===== config.mk =====
export PLATFORM = sky130hd
export DESIGN_NAME = ufb_uart
export DESIGN_NICKNAME = d
export VERILOG_FILES = /design/src/design/ufb_pkg.sv /design/src/design/ufb_uart.sv
export SDC_FILE = /design/constraint.sdc
export NUM_CORES = 1
export LEC_CHECK = 0
export BUFFER_PORTS_ARGS = -buffer_cell sky130_fd_sc_hd__clkbuf_2
export CORE_ASPECT_RATIO = 1.1
export CORE_MARGIN = 5
export CORE_UTILIZATION = 40
export DETAILED_ROUTE_END_ITERATION = 7
export HOLD_SLACK_MARGIN = 0.1
export SLEW_MARGIN = 20
export SYNTH_ARGS = -nofsm -noshare
export SYNTH_HDL_FRONTEND = slang
export SYNTH_SLANG_ARGS = --single-unit
export TNS_END_PERCENT = 5

===== constraint.sdc =====
create_clock -name core_clk -period 12.2 [get_ports core_clk]
set_input_delay 2.44 -clock core_clk [delete_from_list [all_inputs] [get_ports core_clk]]
set_output_delay 2.44 -clock core_clk [all_outputs]
set_load 0.02 [all_outputs]

===== src/design/ufb_pkg.sv =====
package ufb_pkg;

	// Widths of the baud setup
	localparam int             DIV_W      = 19;
	localparam int             MASK_W     = 16;
	localparam int             FRAME_W    = 13;
	localparam int             SLOTS      = 8;

	// Register indices; byte address is four times the index
	localparam logic [7:0]     IDX_DIV0   = 8'h04;
	localparam logic [7:0]     IDX_DIV1   = 8'h05;
	localparam logic [7:0]     IDX_DIV2   = 8'h06;
	localparam logic [7:0]     IDX_TXM_LO = 8'h07;
	localparam logic [7:0]     IDX_TXM_HI = 8'h08;
	localparam logic [7:0]     IDX_RXM_LO = 8'h09;
	localparam logic [7:0]     IDX_RXM_HI = 8'h0a;
	localparam logic [7:0]     IDX_FMT    = 8'h0b;

	// Reset value of every register byte, and the divisor top byte mask
	localparam logic [7:0]     RST_BYTE   = 8'h00;
	localparam logic [7:0]     DIV2_WMASK = 8'h07;

	// Field positions inside frame_layout
	localparam int             FMT_DB_LSB = 0;
	localparam int             FMT_PA_LSB = 4;
	localparam int             FMT_STOP   = 7;

	// Data length codes
	localparam logic [3:0]     DB_7       = 4'h7;
	localparam logic [3:0]     DB_8       = 4'h8;
	localparam logic [3:0]     DB_9       = 4'h9;

	// AHB transfer type for a single transfer
	localparam logic [1:0]     HTRANS_NSEQ = 2'h2;

	// Parity modes
	typedef enum logic [2:0] {
		PAR_NONE  = 3'h0,
		PAR_ODD   = 3'h1,
		PAR_EVEN  = 3'h2,
		PAR_MARK  = 3'h3,
		PAR_SPACE = 3'h4
	} ufb_par_e;

	// One-hot states of both engines
	typedef enum logic [1:0] {
		ST_IDLE = 2'h1,
		ST_RUN  = 2'h2
	} ufb_state_e;

	// Character format, laid out as the frame_layout byte
	typedef struct packed {
		logic       stop_two;
		logic [2:0] parity;
		logic [3:0] dbits;
	} ufb_fmt_s;

endpackage : ufb_pkg


===== src/design/ufb_uart.sv =====
// Local design decisions: the placing of the registers and the AHB-Lite slave port.
`timescale 1ns/1ps
// How it works
// - Transmit dither mask is 16 bits in low and high byte registers, RW.
// - Receive dither mask is 16 bits in low and high byte registers, RW.
// - Data length code 0111, 1000, 1001 gives 7, 8, 9 data bits.
// - Parity field bits 6:4 give none, odd, even, mark or space.
// - Nine data bits suppress the parity bit entirely.
// - A 19-bit integer divisor sets the base bit period in clocks.
// - Bit 7 picks one or two stop bits, sent and checked.
module ufb_uart
	import ufb_pkg::*;
(
	// Clock and reset
	input  wire logic         core_clk,
	input  wire logic         rst_n,
	// AHB-Lite slave
	input  wire logic         hsel,
	input  wire logic [31:0]  haddr,
	input  wire logic [1:0]   htrans,
	input  wire logic         hwrite,
	input  wire logic [2:0]   hsize,
	input  wire logic [31:0]  hwdata,
	input  wire logic         hready,
	output logic              hreadyout,
	output logic              hresp,
	output logic [31:0]       hrdata,
	// Transmit side
	input  wire logic [8:0]   tx_data,
	input  wire logic         tx_valid,
	output logic              tx_ready,
	// Receive side
	output logic [8:0]        rx_data,
	output logic              rx_valid,
	output logic              rx_frame_err,
	output logic              rx_par_err,
	// Serial pins
	input  wire logic         rx_pin,
	output logic              tx_pin
);

	logic [7:0]         regs_reg [SLOTS];
	logic               wr_pend_reg;
	logic [2:0]         wr_slot_reg;
	logic [31:0]        hrdata_reg;
	ufb_fmt_s           fmt;
	logic [3:0]         dbits_num;
	logic               par_en;
	logic [3:0]         frame_len;
	logic [DIV_W-1:0]   divisor;
	logic [19:0]        div_eff;
	logic [MASK_W-1:0]  tx_mask;
	logic [MASK_W-1:0]  rx_mask;

	// Bus decode of the address phase
	wire        acc      = hsel && hready && htrans == HTRANS_NSEQ;
	wire [7:0]  a_idx    = haddr[9:2];
	wire        a_ok     = haddr[31:10] == 22'h0 && haddr[1:0] == 2'h0
		&& a_idx >= IDX_DIV0 && a_idx <= IDX_FMT;
	wire [7:0]  a_off    = a_idx - IDX_DIV0;
	wire [2:0]  a_slot   = a_off[2:0];
	wire        byp      = wr_pend_reg && wr_slot_reg == a_slot;
	wire [7:0]  rd_byte  = !a_ok ? 8'h00 : byp ? hwdata[7:0] & (a_slot == 3'h2
		? DIV2_WMASK : 8'hff) : regs_reg[a_slot];

	assign hreadyout = 1'b1;
	assign hresp     = 1'b0;
	assign hrdata    = hrdata_reg;

	// Capture the address phase and return read data one edge later
	always_ff @(posedge core_clk)
	begin
		if (!rst_n)
		begin
			wr_pend_reg <= 1'b0;
			wr_slot_reg <= 3'h0;
			hrdata_reg  <= 32'h0;
		end
		else
		begin
			wr_pend_reg <= acc && hwrite && a_ok;
			wr_slot_reg <= a_slot;
			if (acc && !hwrite)
				hrdata_reg <= {24'h0, rd_byte};
		end
	end

	// One byte register per slot, written in the data phase
	genvar gi;
	generate
		for (gi = 0; gi < SLOTS; gi++)
		begin : g_reg
			localparam logic [7:0] WM = (gi == 2) ? DIV2_WMASK : 8'hff;
			always_ff @(posedge core_clk)
			begin
				if (!rst_n)
					regs_reg[gi] <= RST_BYTE;
				else if (wr_pend_reg && wr_slot_reg == 3'(gi))
					regs_reg[gi] <= hwdata[7:0] & WM;
			end
		end
	endgenerate

	// Baud and format fields gathered from the register bytes
	assign divisor   = {regs_reg[2][2:0], regs_reg[1], regs_reg[0]};
	assign div_eff   = (divisor == 19'h0) ? 20'h1 : {1'b0, divisor};
	assign tx_mask   = {regs_reg[4], regs_reg[3]};
	assign rx_mask   = {regs_reg[6], regs_reg[5]};
	assign fmt       = ufb_fmt_s'(regs_reg[7]);
	assign dbits_num = fmt.dbits == DB_7 ? 4'd7 :
		fmt.dbits == DB_9 ? 4'd9 : 4'd8;
	assign par_en    = dbits_num != 4'd9 && fmt.parity != PAR_NONE
		&& fmt.parity <= PAR_SPACE;
	assign frame_len = 4'd2 + dbits_num + {3'h0, par_en}
		+ {3'h0, fmt.stop_two};

	// Parity bit over the active data bits
	function automatic logic par_bit(input logic [8:0] d);
		logic x;
		x = 1'b0;
		for (int i = 0; i < 9; i++)
			if (4'(i) < dbits_num)
				x = x ^ d[i];
		case (fmt.parity)
			PAR_ODD:  par_bit = ~x;
			PAR_EVEN: par_bit = x;
			PAR_MARK: par_bit = 1'b1;
			default:  par_bit = 1'b0;
		endcase
	endfunction : par_bit

	// Bit period with one extra clock where the mask bit is set
	function automatic logic [19:0] period(input logic [MASK_W-1:0] m,
		input logic [3:0] i);
		period = div_eff + {19'h0, m[i]};
	endfunction : period

	// Transmit frame: start, data, optional parity, stop bits
	logic [FRAME_W-1:0] tx_frame;
	always_comb
	begin
		tx_frame    = '1;
		tx_frame[0] = 1'b0;
		for (int i = 0; i < 9; i++)
			if (4'(i) < dbits_num)
				tx_frame[i+1] = tx_data[i];
		if (par_en)
			tx_frame[dbits_num+4'd1] = par_bit(tx_data);
	end

	ufb_state_e         tx_st_reg;
	logic [FRAME_W-1:0] tx_sh_reg;
	logic [3:0]         tx_idx_reg;
	logic [19:0]        tx_cnt_reg;
	logic               tx_pin_reg;
	wire                tx_load = tx_valid && tx_st_reg == ST_IDLE;
	wire                tx_end  = tx_cnt_reg == 20'h0;
	wire [3:0]          tx_nidx = tx_idx_reg + 4'd1;

	assign tx_ready = tx_st_reg == ST_IDLE;
	assign tx_pin   = tx_pin_reg;

	// Transmit engine
	always_ff @(posedge core_clk)
	begin
		if (!rst_n)
		begin
			tx_st_reg  <= ST_IDLE;
			tx_sh_reg  <= '1;
			tx_idx_reg <= 4'h0;
			tx_cnt_reg <= 20'h0;
			tx_pin_reg <= 1'b1;
		end
		else
		begin
			case (tx_st_reg)
				ST_IDLE:
					if (tx_load)
					begin
						tx_st_reg  <= ST_RUN;
						tx_sh_reg  <= tx_frame;
						tx_idx_reg <= 4'h0;
						tx_cnt_reg <= period(tx_mask, 4'h0) - 20'h1;
						tx_pin_reg <= 1'b0;
					end
				default:
					if (tx_end)
					begin
						if (tx_nidx == frame_len)
						begin
							tx_st_reg  <= ST_IDLE;
							tx_pin_reg <= 1'b1;
						end
						else
						begin
							tx_idx_reg <= tx_nidx;
							tx_sh_reg  <= {1'b1, tx_sh_reg[FRAME_W-1:1]};
							tx_pin_reg <= tx_sh_reg[1];
							tx_cnt_reg <= period(tx_mask, tx_nidx) - 20'h1;
						end
					end
					else
						tx_cnt_reg <= tx_cnt_reg - 20'h1;
			endcase
		end
	end

	// Receive pin: three stages, change taken when stages two and three agree
	logic rx_s1_reg, rx_s2_reg, rx_s3_reg, rx_line_reg, rx_prev_reg;
	always_ff @(posedge core_clk)
	begin
		if (!rst_n)
		begin
			rx_s1_reg   <= 1'b1;
			rx_s2_reg   <= 1'b1;
			rx_s3_reg   <= 1'b1;
			rx_line_reg <= 1'b1;
			rx_prev_reg <= 1'b1;
		end
		else
		begin
			rx_s1_reg   <= rx_pin;
			rx_s2_reg   <= rx_s1_reg;
			rx_s3_reg   <= rx_s2_reg;
			rx_prev_reg <= rx_line_reg;
			if (rx_s2_reg == rx_s3_reg)
				rx_line_reg <= rx_s3_reg;
		end
	end

	ufb_state_e         rx_st_reg;
	logic [FRAME_W-1:0] rx_bits_reg;
	logic [3:0]         rx_idx_reg;
	logic [19:0]        rx_cnt_reg;
	logic [8:0]         rx_d;
	wire                rx_fall = rx_prev_reg && !rx_line_reg;
	wire                rx_smp  = rx_st_reg == ST_RUN && rx_cnt_reg == 20'h0;
	wire [3:0]          rx_nidx = rx_idx_reg + 4'd1;
	wire                rx_last = rx_nidx == frame_len;
	wire                rx_stop2 = !fmt.stop_two
		|| rx_bits_reg[frame_len-4'd2];

	// Received data bits below the active length
	always_comb
	begin
		rx_d = 9'h0;
		for (int i = 0; i < 9; i++)
			if (4'(i) < dbits_num)
				rx_d[i] = rx_bits_reg[i+1];
	end

	// Receive engine, sampling mid-bit with the receive mask
	always_ff @(posedge core_clk)
	begin
		if (!rst_n)
		begin
			rx_st_reg    <= ST_IDLE;
			rx_bits_reg  <= '1;
			rx_idx_reg   <= 4'h0;
			rx_cnt_reg   <= 20'h0;
			rx_data      <= 9'h0;
			rx_valid     <= 1'b0;
			rx_frame_err <= 1'b0;
			rx_par_err   <= 1'b0;
		end
		else
		begin
			rx_valid <= 1'b0;
			case (rx_st_reg)
				ST_IDLE:
					if (rx_fall)
					begin
						rx_st_reg  <= ST_RUN;
						rx_idx_reg <= 4'h0;
						rx_cnt_reg <= {1'b0, div_eff[19:1]};
					end
				default:
					if (rx_smp)
					begin
						rx_bits_reg[rx_idx_reg] <= rx_line_reg;
						rx_idx_reg <= rx_nidx;
						rx_cnt_reg <= period(rx_mask, rx_nidx) - 20'h1;
						if (rx_idx_reg == 4'h0 && rx_line_reg)
							rx_st_reg <= ST_IDLE;
						else if (rx_last)
						begin
							rx_st_reg    <= ST_IDLE;
							rx_valid     <= 1'b1;
							rx_data      <= rx_d;
							rx_frame_err <= !rx_line_reg || !rx_stop2;
							rx_par_err   <= par_en && par_bit(rx_d)
								!= rx_bits_reg[dbits_num+4'd1];
						end
					end
					else
						rx_cnt_reg <= rx_cnt_reg - 20'h1;
			endcase
		end
	end
endmodule : ufb_uart


==> impl_metrics.py, run 1 <==
metrics = {
    "timing": {
        "tightest_slew_ns": 1.080,
        "finalCritPeriodShare_pct": 37.16,
        "rsz0062_at_grt": "no",
        "fmax_ghz": 0.2206,
        "skew_ns": 0.009978,
        "post-route-min-period_ns": 4.534,
        "whs_ns": 0.4067,
        "finalSetupViolations": 0,
        "drv_slew": 0,
        "max-slew-margin-rel_pct": 27.21,
        "hold_violations": 0,
        "setup_tns_ns": 0,
    },
    "outcome": {
        "status": "complete, no violations",
    },
    "detailed_routing": {
        "drcViolationCount": 0,
        "dr.first_iter.drc_count": 708,
        "dr.pass1.iters": 5,
        "ant_nets": 0,
        "wl_microns": 29580,
        "wl_per_cell_microns": 18.74,
        "vias": 9047,
        "routed_via_density": 5.730,
    },
    "setup_path": {
        "crit_chain": "clkbuf_2, buf_4, inv_2, or2_2, nor3_1, and2_1",
        "cp.buffers_inverters": 3,
        "startpoint": "rst_n",
        "crit_path_start_kind": "input pin",
        "critPathMaxStageDelay_ns": 0.62,
        "critPathCaptureType": "flip-flop",
        "arrival_ns": 4.84,
        "crit_path_max_fanout": 55,
        "cp_top_family": "simple AND/OR/NAND/NOR gates",
        "setup.worst_path.class": "input pin to flip-flop",
        "r2r_end": "rx_cnt_reg[17]$_SDFFE_PN0P_",
        "rr_worst_depth": 12,
        "cpMaxStageDelayCell": "nor3_1",
        "required_ns": 12.50,
        "reg2reg_slack_ns": 7.78,
        "r2r-start": "rx_idx_reg[0]$_SDFFE_PN0P_",
    },
    "yosys": {
        "ys_warn_count": 0,
        "synth_edf_count": 59,
        "synth_common_cells": "nand2_1 (155), dfxtp_1 (107), nor2_1 (82)",
        "synth-main-ff-cell": "dfxtp_1",
        "seq_area_frac_synth_pct": 37.09,
        "synthArstFlopShare_pct": 0,
        "syn_avg_cell_area_sq_um": 8.830,
        "ys_top_cells_by_area": "dfxtp_1 (20%), edfxtp_1 (17%), nand2_1 (5.5%)",
        "synth_top_area_share_pct": 20.30,
        "ys_ff_latch": 166,
        "synth.most_common_cell": "nand2_1",
        "synth_top_cell_by_area": "dfxtp_1",
        "ys_types": 86,
        "syn_area_sq_um": 10550,
        "netlist_instances": 1195,
    },
    "floorplanning": {
        "core_sq_um": 26070,
        "rows": 62,
        "die-width_microns": 164.9,
        "die_y_microns": 180.3,
        "ios": 133,
        "start_util_pct": 40.48,
        "die_area_sq_um": 29730,
    },
    "min_path": {
        "hold_start": "rx_s1_reg$_SDFF_PN1_",
        "hold_path_end": "rx_s2_reg$_SDFF_PN1_",
        "hp-class": "flip-flop to flip-flop",
        "min_path_cells": 1,
    },
    "finish": {
        "drive_gt1_share_pct": 14.18,
        "largest_reg_flops": 59,
        "multiInputGateArea_sq_um": 6110,
        "regArea_sq_um": 3914,
        "diodes": 0,
        "fillCellCount": 2604,
        "syn_to_final_growth_pct": 9.772,
        "fin_nets": 1317,
        "finish.utilization_pct": 44.44,
    },
    "global_route": {
        "grt_antenna_before_repair": 0,
        "grt_max_degree": 56,
        "grt-ovfl-total": 0,
        "grt_first_pass_wirelength_microns": 46920,
        "first_global_vias": 8586,
        "grtUsageTotal_pct": 19.82,
    },
    "clocking": {
        "htree_num_levels": 4,
        "post_cts_buffers": 0,
        "cts_root_buffer": "clkbuf_16",
        "cts.sinks": 166,
        "cts_resized": 0,
        "cts_tree": "yes",
        "cts_buffers": 17,
        "clk_pin_slew_worst_paths_ns": 0.07,
        "cts_hold_buf": 0,
        "clk_path_buf_depth": 2,
        "clk_latency_ns": 0.44,
    },
    "placement": {
        "port-buffer-count": 79,
        "place.gp.congestion": 0.8760,
        "dp_hpwl_microns": 21200,
    },
    "power_and_ir_drop": {
        "p_total_mw": 1.405,
        "power_density_nw_per_um2": 121.3,
        "ir_drop_v": 0.00008233,
        "power.leakage_nw": 4.340,
    },
    "run": {
        "max-cap-violations": 0,
    },
}
worst max-delay path by stage:
stage / endpoint / slack [ns] / cells past startpoint
floorplan: tx_ready / 8.11 / 6
global placement: regs_reg[0][0]$_SDFFCE_PN0P_ / 7.39 / 6
detailed placement: regs_reg[0][3]$_SDFFCE_PN0P_ / 7.21 / 6
CTS: regs_reg[0][3]$_SDFFCE_PN0P_ / 7.66 / 6
global route: regs_reg[0][5]$_SDFFCE_PN0P_ / 7.52 / 6
finish: regs_reg[0][3]$_SDFFCE_PN0P_ / 7.67 / 6
cells in the final DEF, fill, tap and decap left out, types with 11 or more instances in the layout:
cell type | Yosys | final
xor2_1 | 30 | 30
o21ai_0 | 44 | 41
nand2b_1 | 19 | 19
inv_1 | 24 | 23
nand3_1 | 42 | 42
clkbuf_2 | 1 | 80
a311oi_1 | 11 | 11
mux2i_1 | 26 | 26
ha_1 | 17 | 17
o211ai_1 | 15 | 15
clkbuf_16 | 0 | 17
nor2_1 | 82 | 82
a211oi_1 | 15 | 15
nand2_1 | 155 | 155
xnor2_1 | 35 | 35
nor3_1 | 32 | 31
nand4_1 | 12 | 12
and2_1 | 67 | 67
dfxtp_1 | 107 | 107
a21oi_1 | 71 | 71
a31oi_1 | 17 | 16
nor4_1 | 23 | 23
edfxtp_1 | 59 | 59
mux4_2 | 23 | 23
or3_1 | 11 | 11
conb_1 | 2 | 26
layout make-up:
class	count	area share, %
Multi-Input combinational cell	917	52.75
Tap cell	352	3.803
Timing Repair Buffer	88	3.997
Sequential cell	166	33.79
Clock inverter	14	1.167
Inverter	24	0.7778
Clock buffer	18	3.716
metrics by stage:
step	instances	setup WS [ns]	instance area (sq um)
global placement	1547	7.388	11000
floorplan	1219	8.109	10640
detailed placement	1547	7.211	11010
finish	1579	7.666	11580
CTS	1579	7.665	11580
global route	1579	7.521	11580
metal layers:
layer	track usage (%)	routed length, microns
met5	0	0
met4	5.524	603
met3	3.020	1580
met2	32.60	14540
met1	27.08	12860
kinds of logic after synthesis:
group / after synthesis / synth area share, %
AND/OR/NAND/NOR: 499 / 24.13
AO/OA/AOI/OAI: 248 / 15.75
flip-flops: 166 / 37.09
buffers and inverters: 136 / 6.059
XOR/XNOR: 71 / 6.676
multiplexers: 55 / 8.016
adder cells (fa/ha/maj): 18 / 2.206
other: 2 / 0.07118
power by group:
group / switching [mW] / internal, mW / total (mW) / leakage, nW
clock network: 0.254 / 0.271 / 0.525 / 0.276
registers: 0.0335 / 0.598 / 0.632 / 1.45
logic: 0.153 / 0.0952 / 0.248 / 2.62
total: 0.440 / 0.965 / 1.41 / 4.34
worst reg2reg max path, stage by stage, from the launching register on:
cell      delay (ns)
dfxtp_1         0.67
inv_1           0.17
ha_1            0.51
mux4_2          0.38
mux4_2          0.48
inv_1           0.10
ha_1            0.18
or3b_2          0.52
nor4_2          0.51
nor2b_1         0.24
xnor2_1         0.10
o2111a_1        0.26
a311oi_1        0.23
Note: power is estimated with default switching activity, not from simulation.
==> run 2: changes to the inputs <==
- ABC_AREA: default -> 1
- clock period: 12.2 -> 3.7 ns (I/O delays scaled with it)
==> run 2 against run 1 <==
Net effect:
- sequential share of layout area shrank 1.0 points
- wire length grew 16%
- sequential power grew to 3.3 times the previous value
- highest routed layer unchanged
- synthesized cell count grew 30%
==> impl_metrics.py, run 2 <==
metrics = {
    "timing": {
        "max-slew-margin-rel_pct": 56.68,
        "rsz0062_at_grt": "no",
        "setup_tns_ns": 0,
        "drv_slew": 0,
        "fmax_ghz": 0.3076,
        "finalCritPeriodShare_pct": 87.87,
        "tightest_slew_ns": 0.6484,
        "finalSetupViolations": 0,
        "skew_ns": 0.01202,
        "post-route-min-period_ns": 3.251,
        "hold_violations": 0,
    },
    "finish": {
        "fillCellCount": 2713,
        "largest_reg_flops": 59,
        "syn_to_final_growth_pct": 12.52,
        "final_cell_mix": "nand2_1 (290), nor2_1 (229), inv_1 (179), o21ai_0 (134), a21oi_1 (118)",
        "postLayoutCellArea_sq_um": 11950,
        "finish.utilization_pct": 45.72,
        "diodes": 0,
        "final_common_cell": "nand2_1",
        "fin_nets": 1725,
        "drive_gt1_share_pct": 9.969,
    },
    "placement": {
        "dp_hpwl_microns": 26030,
        "placed_cell_area_sq_um": 11340,
        "place.gp.congestion": 0.9790,
        "port-buffer-count": 79,
    },
    "clocking": {
        "cts_hold_buf": 0,
        "cts_tree": "yes",
        "clk_path_buf_depth": 2,
        "clk_pin_slew_worst_paths_ns": 0.07,
        "clk_latency_ns": 0.44,
        "cts_buffers": 17,
        "cts_root_buffer": "clkbuf_16",
        "post_cts_buffers": 0,
        "cts.sinks": 166,
        "htree_num_levels": 4,
    },
    "yosys": {
        "synthArstFlopShare_pct": 0,
        "syn_avg_cell_area_sq_um": 6.853,
        "synth_common_cells": "nand2_1 (290), nor2_1 (229), inv_1 (179)",
        "ys_types": 49,
        "netlist_instances": 1550,
        "ys_ff_latch": 166,
        "ys_warn_count": 0,
        "seq_area_frac_synth_pct": 36.85,
        "synth.most_common_cell": "nand2_1",
        "ys_top_cells_by_area": "dfxtp_1 (20%), edfxtp_1 (17%), nand2_1 (10%)",
        "synth_edf_count": 59,
        "syn_area_sq_um": 10620,
        "synth-main-ff-cell": "dfxtp_1",
        "synth_top_area_share_pct": 20.17,
        "synth_top_cell_by_area": "dfxtp_1",
    },
    "power_and_ir_drop": {
        "power_density_nw_per_um2": 403.9,
        "ir_drop_v": 0.0002892,
        "power.leakage_nw": 5.293,
    },
    "outcome": {
        "status": "complete, no violations",
    },
    "detailed_routing": {
        "ant_nets": 0,
        "wl_per_cell_microns": 17.27,
        "dr.first_iter.drc_count": 778,
        "dr.pass1.iters": 5,
        "wl_microns": 34320,
        "drcViolationCount": 0,
        "routed_via_density": 5.306,
        "vias": 10543,
    },
    "setup_path": {
        "required_ns": 4.03,
        "setup.worst_path.class": "flip-flop to flip-flop",
        "crit_path_start_kind": "flip-flop",
        "arrival_ns": 3.58,
        "crit_path_max_fanout": 24,
        "critPathCaptureType": "flip-flop",
    },
    "global_route": {
        "grt_antenna_before_repair": 0,
        "first_global_vias": 9835,
        "grt-ovfl-total": 0,
        "grt_max_degree": 52,
        "grtUsageTotal_pct": 22.69,
        "grt_first_pass_wirelength_microns": 53110,
    },
    "floorplanning": {
        "die_y_microns": 180.9,
        "die-width_microns": 165.4,
        "start_util_pct": 40.63,
        "rows": 62,
        "die_area_sq_um": 29920,
        "core_sq_um": 26140,
        "ios": 133,
    },
    "run": {
        "max-cap-violations": 0,
    },
    "min_path": {
        "hp-class": "flip-flop to flip-flop",
    },
}
==> run 2: changes by cell type after synthesis, sizes merged, moves of 26 or more <==
| cell | previous run | this run |
|---|---|---|
| inv | 24 | 186 |
| nor2 | 82 | 234 |
| nand2 | 155 | 291 |
| o21ai | 45 | 136 |
| nand3 | 43 | 111 |
| and2 | 67 | 0 |
| a21oi | 71 | 124 |
| clkbuf | 70 | 35 |
| mux2i | 26 | 0 |
==> run 2: cell families (layout without fill, tap and decap cells) <==
kind of cell	Yosys count	count (layout)	synth area share [%]
AND/OR/NAND/NOR	700	700	27.67
AO/OA/AOI/OAI	348	348	18.46
buffers and inverters	265	326	10.55
flip-flops	166	166	36.85
XOR/XNOR	51	51	4.205
adder cells (fa/ha/maj)	18	18	2.191
other	2	26	0.07071
==> run 2: critical path, cell delays in order (launching register included) <==
cell and delay (ns):
edfxtp_1 0.40, nor2_1 0.15, nand2_1 0.13, inv_1 0.11, nor3_1 0.08, fa_1 0.43
ha_1 0.33, inv_1 0.09, nand2_1 0.06, nand4_1 0.09, nor2_1 0.05, nand3_1 0.21
nor3_4 0.08, a21oi_4 0.53, o21ai_0 0.19, a21oi_1 0.16, nor2_1 0.05
==> run 2: worst paths after layout <==
check	cells after the start	slack, ns	start	endpoint
worst max-delay path	16	0.45	regs_reg[7][1]$_SDFFCE_PN0P_	tx_cnt_reg[8]$_SDFFE_PN0P_
worst min-delay path	1	0.43	rx_s1_reg$_SDFF_PN1_	rx_s2_reg$_SDFF_PN1_
worst max register to register	16	0.45	regs_reg[7][1]$_SDFFCE_PN0P_	tx_cnt_reg[8]$_SDFFE_PN0P_
worst min register to register	1	0.43	rx_s1_reg$_SDFF_PN1_	rx_s2_reg$_SDFF_PN1_
==> run 2: layer usage <==
metal  track usage (%)  vias up  wire [microns]  share of wire (%)
li1                  -     5255               -                  -
met2             35.44      388           15640                 46
met4             10.13        0            1397                4.1
met5                 0        -               0                  0
met1             30.35     4840           15130                 44
met3             4.376       60            2144                6.2
==> run 2: power by group <==
part	total [mW]	internal (mW)	switching, mW
clock network	1.83	1.04	0.788
registers	2.07	1.98	0.0955
logic	0.924	0.304	0.620
==> run 2: final cells by class <==
class                      instances  area, sq um  area share, %
clock buffer                      24        546.8          4.575
clock inverter                     8        53.80         0.4502
inverter                         189        709.4          5.936
multi-input combinational       1143         5684          47.56
sequential                       166         3914          32.75
tap                              352        440.4          3.685
timing repair buffer             105        603.1          5.046
==> run 2: metrics by stage <==
stage                     setup slack (ns)  hold WS [ns]  total power, mW  std cells
after global placement              0.2161        0.4114            3.013       1955
after CTS                           0.1377        0.4310            4.847       1987
after detailed placement            0.1753        0.4161            3.020       1955
final                               0.4488        0.4305            4.827       1987
after floorplan                     0.8059        0.3925            2.749       1574
after global routing                0.1790        0.4494            5.041       1987
==> run 2: what timing repair did <==
action / 4_1_cts / 5_1_grt
resized for setup: 0 / 1
endpoints found under the setup margin: 0 / 8
hold endpoints to repair: 0 / 0
